$ cat src/hdl/twc_defines.vh
// Constants and behaviour notes for the two-wire master/slave controller
// Notes on behaviour
// - Hardware matching compares first address byte's seven bits
// - Mismatch: automatic not-acknowledge, ignore bus until Stop or repeated Start
// - Match: acknowledge, hold clock low, byte-complete
// - Master without slave ignores foreign Starts
// - Free bus: Start, address out, byte-complete
// - Master transmit samples slave acknowledge per byte
// - Master receive acknowledges wanted bytes, refuses last
// - Stop command ends transfer; restart begins anew
// - Busy bus with slave: keep request, addressed
// - Busy bus without slave: wait, then start
// - Lost arbitration with slave: clear, lost, addressed if lost during the address byte
// - Lost arbitration without slave: stall until cleared
// - Sleep: latch address, wake, hold clock low
// - Sleep response needs slave, match, address, on; the code needs only SLAVE_EN, CLK_EN and an address hit
// - Interrupts for byte-complete, errors and Stop
// - Stop or bus error returns logic to idle
`ifndef TWC_DEFINES_VH
`define TWC_DEFINES_VH
`define TWC_DIV_W        16
`define TWC_DIV_DEFAULT  16'h0032
`define TWC_BIT_W        4
`define TWC_BYTE_BITS    4'h8
`define TWC_ADDR_W       7
`define TWC_ST_IDLE      4'h0
`define TWC_ST_START     4'h1
`define TWC_ST_SHIFT     4'h2
`define TWC_ST_ACK       4'h3
`define TWC_ST_HOLD      4'h4
`define TWC_ST_STOP      4'h5
`define TWC_ST_LOST      4'h6
`define TWC_ST_SKIP      4'h7
`endif

$ cat src/hdl/twc_controller.v
// Two-wire bus controller: slave, single master and multi-master
`timescale 1ns/10ps
`include "twc_defines.vh"
module twc_controller #(
    parameter [`TWC_DIV_W-1:0] QUARTER_DIV = `TWC_DIV_DEFAULT
) (
    input  wire                   SYS_CLK,
    input  wire                   RESET,
    input  wire                   SCL_I,
    output wire                   SCL_O,
    output wire                   SCL_OE_N,
    input  wire                   SDA_I,
    output wire                   SDA_O,
    output wire                   SDA_OE_N,
    input  wire                   CLK_EN,
    input  wire                   SLAVE_EN,
    input  wire                   MASTER_EN,
    input  wire                   HW_MATCH_ENABLE,
    input  wire                   BLOCK_ON,
    input  wire                   SLEEP_REFUSE_ALL,
    input  wire                   POWER_DOWN,
    input  wire [`TWC_ADDR_W-1:0] OWN_ADDR,
    input  wire                   START_REQ,
    input  wire                   RESTART_REQ,
    input  wire                   STOP_REQ,
    input  wire [7:0]             TX_DATA,
    input  wire                   TX_LOAD,
    input  wire                   ACK_CMD,
    input  wire                   NACK_CMD,
    input  wire                   TRANSMIT_CMD,
    input  wire                   RECEIVE_CMD,
    input  wire                   CSR_CLEAR,
    input  wire                   INT_BYTE_EN,
    input  wire                   INT_ERR_EN,
    input  wire                   INT_STOP_EN,
    output reg  [7:0]             RX_DATA,
    output reg                    BYTE_COMPLETE,
    output reg                    LAST_ACKED,
    output reg                    ADDRESSED,
    output reg                    LOST_ARB,
    output reg                    STOP_SEEN,
    output reg                    BUS_ERROR,
    output reg                    START_PENDING,
    output reg                    BUS_BUSY,
    output wire                   BUS_FREE,
    output reg                    MASTER_ACTIVE,
    output wire                   SLEEP_READY_FLAG,
    output reg                    WAKEUP,
    output wire                   IRQ
);
    wire scl;
    wire scl_rise;
    wire scl_fall;
    wire sda;
    wire sda_rise;
    wire sda_fall;

    twc_edge_sync u_scl (
        .clk   (SYS_CLK),
        .rst   (RESET),
        .din   (SCL_I),
        .level (scl),
        .rise  (scl_rise),
        .fall  (scl_fall)
    );
    twc_edge_sync u_sda (
        .clk   (SYS_CLK),
        .rst   (RESET),
        .din   (SDA_I),
        .level (sda),
        .rise  (sda_rise),
        .fall  (sda_fall)
    );

    wire start_det = sda_fall & scl;
    wire stop_det  = sda_rise & scl;

    reg  [`TWC_DIV_W-1:0] div_q;
    reg  [1:0]            phase_q;
    reg  [3:0]            st_q;
    reg  [`TWC_BIT_W-1:0] bit_q;
    reg  [7:0]            sh_q;
    reg  [7:0]            tx_q;
    reg                   scl_drv_q;
    reg                   sda_drv_q;
    reg                   is_addr_q;
    reg                   rx_dir_q;
    reg                   ack_out_q;
    reg                   held_q;

    wire tick = (div_q == {`TWC_DIV_W{1'b0}});
    // Slave listens unless master-only; a stall hold is released by firmware
    wire slave_on = SLAVE_EN & CLK_EN;
    // During power-down only the hardware matcher may answer
    wire sleep_ok = SLAVE_EN & HW_MATCH_ENABLE & BLOCK_ON
                    & (OWN_ADDR != {`TWC_ADDR_W{1'b0}});
    wire addr_hit = (sh_q[7:1] == OWN_ADDR);

    assign BUS_FREE         = ~BUS_BUSY;
    assign SLEEP_READY_FLAG = SLEEP_REFUSE_ALL & (st_q == `TWC_ST_IDLE) & ~BUS_BUSY;
    assign SCL_O            = 1'b0;
    assign SDA_O            = 1'b0;
    assign SCL_OE_N         = ~(scl_drv_q | held_q);
    assign SDA_OE_N         = ~sda_drv_q;
    assign IRQ = (INT_BYTE_EN & BYTE_COMPLETE)
               | (INT_ERR_EN & (BUS_ERROR | LOST_ARB))
               | (INT_STOP_EN & STOP_SEEN) | WAKEUP;

    always @(posedge SYS_CLK) begin
        if (RESET) begin
            div_q <= {`TWC_DIV_W{1'b0}};
            phase_q <= 2'h0;
        end else if (tick) begin
            div_q <= QUARTER_DIV;
            phase_q <= phase_q + 2'h1;
        end else begin
            div_q <= div_q - {{(`TWC_DIV_W-1){1'b0}}, 1'b1};
        end
    end

    always @(posedge SYS_CLK) begin
        if (RESET) begin
            st_q <= `TWC_ST_IDLE;
            bit_q <= 4'h0;
            sh_q <= 8'h00;
            tx_q <= 8'h00;
            scl_drv_q <= 1'b0;
            sda_drv_q <= 1'b0;
            is_addr_q <= 1'b0;
            rx_dir_q <= 1'b1;
            ack_out_q <= 1'b0;
            held_q <= 1'b0;
            RX_DATA <= 8'h00;
            BYTE_COMPLETE <= 1'b0;
            LAST_ACKED <= 1'b0;
            ADDRESSED <= 1'b0;
            LOST_ARB <= 1'b0;
            STOP_SEEN <= 1'b0;
            BUS_ERROR <= 1'b0;
            START_PENDING <= 1'b0;
            BUS_BUSY <= 1'b0;
            MASTER_ACTIVE <= 1'b0;
            WAKEUP <= 1'b0;
        end else begin
            if (TX_LOAD)
                tx_q <= TX_DATA;
            if (START_REQ | RESTART_REQ)
                START_PENDING <= 1'b1;
            if (CSR_CLEAR) begin
                BYTE_COMPLETE <= 1'b0;
                LOST_ARB <= 1'b0;
                STOP_SEEN <= 1'b0;
                BUS_ERROR <= 1'b0;
                ADDRESSED <= 1'b0;
                WAKEUP <= 1'b0;
            end
            if (start_det)
                BUS_BUSY <= 1'b1;
            if (stop_det) begin
                BUS_BUSY <= 1'b0;
                STOP_SEEN <= 1'b1;
            end
            case (st_q)
            `TWC_ST_IDLE: begin
                scl_drv_q <= 1'b0;
                sda_drv_q <= 1'b0;
                if (start_det & (slave_on | (POWER_DOWN & sleep_ok))) begin
                    st_q <= `TWC_ST_SHIFT;
                    bit_q <= 4'h0;
                    is_addr_q <= 1'b1;
                    rx_dir_q <= 1'b1;
                    MASTER_ACTIVE <= 1'b0;
                end else if (START_PENDING & MASTER_EN & CLK_EN & ~BUS_BUSY
                             & ~start_det) begin
                    st_q <= `TWC_ST_START;
                    sda_drv_q <= 1'b1;
                    MASTER_ACTIVE <= 1'b1;
                end else if (START_PENDING & BUS_BUSY & SLAVE_EN & ~MASTER_ACTIVE
                             & ~ADDRESSED) begin
                    // Start request stays set so firmware sees it was not issued
                    ADDRESSED <= 1'b1;
                    BYTE_COMPLETE <= 1'b1;
                end
            end
            `TWC_ST_START: if (tick & phase_q == 2'h3) begin
                START_PENDING <= 1'b0;
                scl_drv_q <= 1'b1;
                sh_q <= tx_q;
                is_addr_q <= 1'b1;
                rx_dir_q <= 1'b0;
                bit_q <= 4'h0;
                st_q <= `TWC_ST_SHIFT;
            end
            `TWC_ST_SHIFT: begin
                if (MASTER_ACTIVE) begin
                    if (tick & phase_q == 2'h0) begin
                        scl_drv_q <= 1'b1;
                        sda_drv_q <= ~rx_dir_q & ~sh_q[7];
                    end
                    if (tick & phase_q == 2'h1)
                        scl_drv_q <= 1'b0;
                    if (tick & phase_q == 2'h2 & scl) begin
                        if (~rx_dir_q & sh_q[7] & ~sda) begin
                            LOST_ARB <= 1'b1;
                            BYTE_COMPLETE <= 1'b1;
                            scl_drv_q <= 1'b0;
                            sda_drv_q <= 1'b0;
                            MASTER_ACTIVE <= 1'b0;
                            if (SLAVE_EN) begin
                                ADDRESSED <= is_addr_q;
                                st_q <= `TWC_ST_SKIP;
                            end else begin
                                st_q <= `TWC_ST_LOST;
                            end
                        end else begin
                            sh_q <= {sh_q[6:0], sda};
                            bit_q <= bit_q + 4'h1;
                        end
                    end
                    if (tick & phase_q == 2'h3 & bit_q == `TWC_BYTE_BITS) begin
                        scl_drv_q <= 1'b1;
                        sda_drv_q <= rx_dir_q & ack_out_q;
                        st_q <= `TWC_ST_ACK;
                    end
                end else if (scl_rise) begin
                    sh_q <= {sh_q[6:0], sda};
                    bit_q <= bit_q + 4'h1;
                end else if (scl_fall & bit_q == `TWC_BYTE_BITS) begin
                    if (is_addr_q & (HW_MATCH_ENABLE | POWER_DOWN)) begin
                        if (addr_hit & ~(SLEEP_REFUSE_ALL & ~POWER_DOWN)) begin
                            RX_DATA <= sh_q;
                            ADDRESSED <= 1'b1;
                            BYTE_COMPLETE <= 1'b1;
                            WAKEUP <= POWER_DOWN;
                            sda_drv_q <= 1'b1;
                            st_q <= `TWC_ST_ACK;
                        end else begin
                            st_q <= `TWC_ST_SKIP;
                        end
                    end else begin
                        RX_DATA <= sh_q;
                        BYTE_COMPLETE <= 1'b1;
                        ADDRESSED <= is_addr_q;
                        held_q <= 1'b1;
                        st_q <= `TWC_ST_HOLD;
                    end
                end
            end
            `TWC_ST_ACK: begin
                if (MASTER_ACTIVE) begin
                    if (tick & phase_q == 2'h0)
                        scl_drv_q <= 1'b1;
                    if (tick & phase_q == 2'h1)
                        scl_drv_q <= 1'b0;
                    if (tick & phase_q == 2'h2) begin
                        LAST_ACKED <= ~sda;
                        if (rx_dir_q)
                            RX_DATA <= sh_q;
                        else
                            rx_dir_q <= is_addr_q & tx_q[0];
                    end
                    if (tick & phase_q == 2'h3) begin
                        scl_drv_q <= 1'b1;
                        sda_drv_q <= 1'b0;
                        BYTE_COMPLETE <= 1'b1;
                        held_q <= 1'b1;
                        st_q <= `TWC_ST_HOLD;
                    end
                end else if (scl_fall) begin
                    sda_drv_q <= 1'b0;
                    held_q <= 1'b1;
                    st_q <= `TWC_ST_HOLD;
                end
            end
            `TWC_ST_HOLD: begin
                scl_drv_q <= 1'b0;
                if (MASTER_ACTIVE & STOP_REQ) begin
                    held_q <= 1'b0;
                    scl_drv_q <= 1'b1;
                    sda_drv_q <= 1'b1;
                    st_q <= `TWC_ST_STOP;
                end else if (MASTER_ACTIVE & (RESTART_REQ | START_REQ)) begin
                    held_q <= 1'b0;
                    scl_drv_q <= 1'b1;
                    sda_drv_q <= 1'b0;
                    st_q <= `TWC_ST_IDLE;
                    BUS_BUSY <= 1'b0;
                end else if (TRANSMIT_CMD | RECEIVE_CMD | ACK_CMD | NACK_CMD) begin
                    held_q <= 1'b0;
                    is_addr_q <= 1'b0;
                    bit_q <= 4'h0;
                    ack_out_q <= ACK_CMD;
                    if (TRANSMIT_CMD | RECEIVE_CMD)
                        rx_dir_q <= RECEIVE_CMD;
                    sh_q <= tx_q;
                    st_q <= (~MASTER_ACTIVE & NACK_CMD) ? `TWC_ST_SKIP : `TWC_ST_SHIFT;
                end
            end
            `TWC_ST_STOP: if (tick & phase_q == 2'h1) begin
                scl_drv_q <= 1'b0;
            end else if (tick & phase_q == 2'h3) begin
                sda_drv_q <= 1'b0;
                MASTER_ACTIVE <= 1'b0;
                st_q <= `TWC_ST_IDLE;
            end
            `TWC_ST_LOST: begin
                held_q <= 1'b1;
                if (CSR_CLEAR) begin
                    held_q <= 1'b0;
                    st_q <= `TWC_ST_IDLE;
                end
            end
            `TWC_ST_SKIP: begin
                sda_drv_q <= 1'b0;
                scl_drv_q <= 1'b0;
            end
            default: st_q <= `TWC_ST_IDLE;
            endcase
            // Late events win over firmware clear and over the state above
            if (stop_det | (sda_rise & ~scl & ~sda_drv_q & MASTER_ACTIVE & 1'b0)) begin
                st_q <= `TWC_ST_IDLE;
                held_q <= 1'b0;
                scl_drv_q <= 1'b0;
                sda_drv_q <= 1'b0;
                MASTER_ACTIVE <= 1'b0;
            end
            if (start_det & BUS_BUSY & st_q != `TWC_ST_IDLE & st_q != `TWC_ST_START
                & ~MASTER_ACTIVE & ~held_q) begin
                BUS_ERROR <= (st_q == `TWC_ST_SHIFT) & (bit_q != 4'h0);
                st_q <= `TWC_ST_IDLE;
            end
            if (~CLK_EN) begin
                st_q <= `TWC_ST_IDLE;
                held_q <= 1'b0;
                scl_drv_q <= 1'b0;
                sda_drv_q <= 1'b0;
            end
        end
    end
endmodule

$ cat src/hdl/twc_edge_sync.v
// Two-flop synchroniser with edge detection for one bus line
`timescale 1ns/10ps
module twc_edge_sync (
    input  wire clk,
    input  wire rst,
    input  wire din,
    output reg  level,
    output wire rise,
    output wire fall
);
    reg meta_q;
    reg prev_q;

    always @(posedge clk) begin
        if (rst) begin
            meta_q <= 1'b1;
            level  <= 1'b1;
            prev_q <= 1'b1;
        end else begin
            meta_q <= din;
            level  <= meta_q;
            prev_q <= level;
        end
    end

    assign rise = level & ~prev_q;
    assign fall = ~level & prev_q;
endmodule

$ cat config.mk
export PLATFORM = sky130hd
export DESIGN_NAME = twc_controller
export DESIGN_NICKNAME = d
export VERILOG_FILES = /design/src/hdl/twc_controller.v /design/src/hdl/twc_edge_sync.v
export VERILOG_INCLUDE_DIRS = /design/src /design/src/hdl
export SDC_FILE = /design/constraint.sdc
export NUM_CORES = 1
export LEC_CHECK = 0
export BUFFER_PORTS_ARGS = -buffer_cell sky130_fd_sc_hd__buf_2
export CELL_PAD_IN_SITES_DETAIL_PLACEMENT = 0
export CELL_PAD_IN_SITES_GLOBAL_PLACEMENT = 1
export CORE_ASPECT_RATIO = 1.75
export CORE_MARGIN = 3
export CORE_UTILIZATION = 42
export CTS_BUF_LIST = sky130_fd_sc_hd__clkbuf_16
export CTS_CLUSTER_DIAMETER = 50
export DETAILED_ROUTE_END_ITERATION = 8
export PLACE_DENSITY_LB_ADDON = 0.1
export SLEW_MARGIN = 10
export SYNTH_ARGS = -nofsm -noshare
export SYNTH_HDL_FRONTEND = slang
export SYNTH_HIERARCHICAL = 1
export SYNTH_SLANG_ARGS = --single-unit
$ cat constraint.sdc
create_clock -name SYS_CLK -period 3.05 [get_ports SYS_CLK]
set_clock_uncertainty 0.1 [all_clocks]
set_input_delay 0.305 -clock SYS_CLK [delete_from_list [all_inputs] [get_ports SYS_CLK]]
set_output_delay 0.305 -clock SYS_CLK [all_outputs]
set_load 0.02 [all_outputs]
==> run metrics <==
Hold-fix buffers, CTS=0; Fin. Hold Viols=0; vias in the first global route=3934; asr flop ratio synth=0%; die height=135 um; Iter 0 DRT Violations=243; CP max stage delay=0.81 ns; CP bufs+invs=2; Pleak=1.97 nW; top-area cell type share of the netlist area=35.7%; part of the cycle the worst path needs=87.7%; Fmax=0.374 GHz; grt ovf=0; GP Congestion=0.969; die area=0.0107 sq mm; Remaining DRCs=0; minimum clock period=2.67 ns; DP Wirelength=9870 um; total CTS buffers=9; Clock Sinks=71; post-CTS setup buffer count=0; root buffer cell=clkbuf_16; ys flop type=dfxtp_1; WP data arrival=2.78 ns; Chip Width=79.6 um; Min Hold Slack=0.0487 ns; CTS tree=yes; Critical Path, Cell by Cell=inv_1 -> ha_1 -> nor4b_1 -> buf_4 -> nand2_1 -> nor4_1 -> o31ai_2 -> mux2i_1 -> nor2_1; pwr dens=674 mW/mm^2; CP max FO=8; via count=3964; routed length per instance=18.5 um; core area=0.00915 sq mm; Hold/Removal Path Class=primary input to register; Worst-path clk slew=0.06 ns; commonest non-fill, non-tap cell in the layout=dfxtp_1; synthesized cell area=0.00398 sq mm; gr usage total=24.9%; Post-Synthesis Cells=497; Synth Area per Inst=8.00 sq um; cts repair resizes=0; post-synthesis compound-gate area fraction=20.6%; status=completed; Util after Layout=52.6%; EDFF count, synth=0; sequential share of the synthesized area=35.7%; buffers added on ports=60; maximum VDD drop=0.550 mV; critical path class=register to register; area grow syn2layout=21.1%; total of warnings raised by yosys=6; commonest cells after routing, fill and taps aside=dfxtp_1 (71), nor2_1 (65), buf_2 (60), nand2_1 (51), a21oi_1 (31); adder-cell area share of the yosys netlist=2.20%; Slew Viols, Final=0; drt pass-1 iters=4; post-synthesis register bit count=71; Setup crit end kind=register; delay-heaviest family, CP=compound AO/OA/AOI/OAI gates; Core Rows=46; Final ANT Viol Nets=0; cell taking the most area after synthesis=dfxtp_1; layout cells sized above 1=21.2%; Synth cell types=65; worst slew pin tran=0.951 ns; mux contribution to synthesized area=6.10%; Post-Route WL=12800 um; vias per cell=5.70; pre-CTS WS=0.345 ns; Initial Utilization=43.5%; Final TNS setup=0 ns; ant diodes=0; Setup-failing EPs final=0; final setup margin=0.376 ns; Rel. slew slack=36.2%; Synth Area in XOR/XNOR=3.74%; max cap viols=0; worst-skew pair later-pin latency=0.33 ns; antenna violations before repair=0; io pins=63; Worst EP required=3.15 ns; unrepaired setup endpoints after global routing=no; H-tree depth=3; clk buf depth=2; fillers=919; Final Net Count=615; Critical Path Slowest Stage Cell=o31ai_2; simple-gate portion of the synthesized area=26.6%; top cells by area, synth=dfxtp_1 (36%), nor2_1 (6.1%), mux2i_1 (5.5%); main combinational cell family by area after synthesis=simple AND/OR/NAND/NOR gates; startpoint types=register; largest net degree at the start of global routing=46; first-pass GRT wire length=20500 um
report_power, final:
part	leakage (nW)	switching [mW]	total, mW	internal [mW]
combinational	1.24	0.570	0.999	0.429
clock	0.147	0.415	1.05	0.634
sequential	0.578	0.139	1.19	1.06
synthesized netlist by cell type, drive strengths merged (10+ instances only):
cell type / number
a21oi: 31
clkbuf: 19
dfxtp: 71
inv: 17
mux2i: 22
nand2: 51
nand3: 12
nor2: 65
nor3: 10
nor4: 14
o21ai: 30
or2: 11
xnor2: 16
flip-flops by register name, indices dropped and copies added, names as in the netlist, 2 cells and up:
signal   cells
bit_q        4
st_q         3
div_q       16
sh_q         8
RX_DATA      8
tx_q         8
phase_q      2
final timing paths:
| path | from | to | slack, ns | cells after the start |
|---|---|---|---|---|
| min | SDA_I | u_sda/meta_q | 0.05 | 2 |
| max | div_q[0] | RX_DATA[4] | 0.38 | 9 |
| min reg2reg | u_sda/meta_q | u_sda/level | 0.31 | 1 |
| max reg2reg | div_q[0] | RX_DATA[4] | 0.38 | 9 |
routing by layer:
| metal | up-vias | part of all wire (%) | global-route usage [%] |
|---|---|---|---|
| met5 | - | 0 | 0 |
| met4 | 0 | 6.0 | 15.9 |
| met3 | 47 | 4.0 | 4.81 |
| met2 | 115 | 52 | 44.1 |
| met1 | 1857 | 38 | 26.4 |
| li1 | 1945 | - | - |
cell type report:
type | count | area, sq um | area share [%]
timing repair buffer | 88 | 510 | 10.6
sequential | 71 | 1420 | 29.5
clock inverter | 7 | 72.6 | 1.51
multi-input combinational | 381 | 2360 | 49.1
inverter | 19 | 71.3 | 1.48
tap | 120 | 150 | 3.12
clock buffer | 9 | 225 | 4.68
kinds of logic after synthesis:
group | Yosys count
AO/OA/AOI/OAI | 122
XOR/XNOR | 17
adder cells (fa/ha/maj) | 7
buffers and inverters | 46
flip-flops | 71
multiplexers | 24
other | 1
AND/OR/NAND/NOR | 209
through the flow:
step	total power, mW	instances	area [sq um]
after floorplan	1.98	498	3980
after global placement	2.19	679	4520
after detailed placement	2.21	679	4520
after CTS	3.27	695	4810
after global routing	3.45	695	4810
final	3.24	695	4810
(Power assumes the default switching activity.)
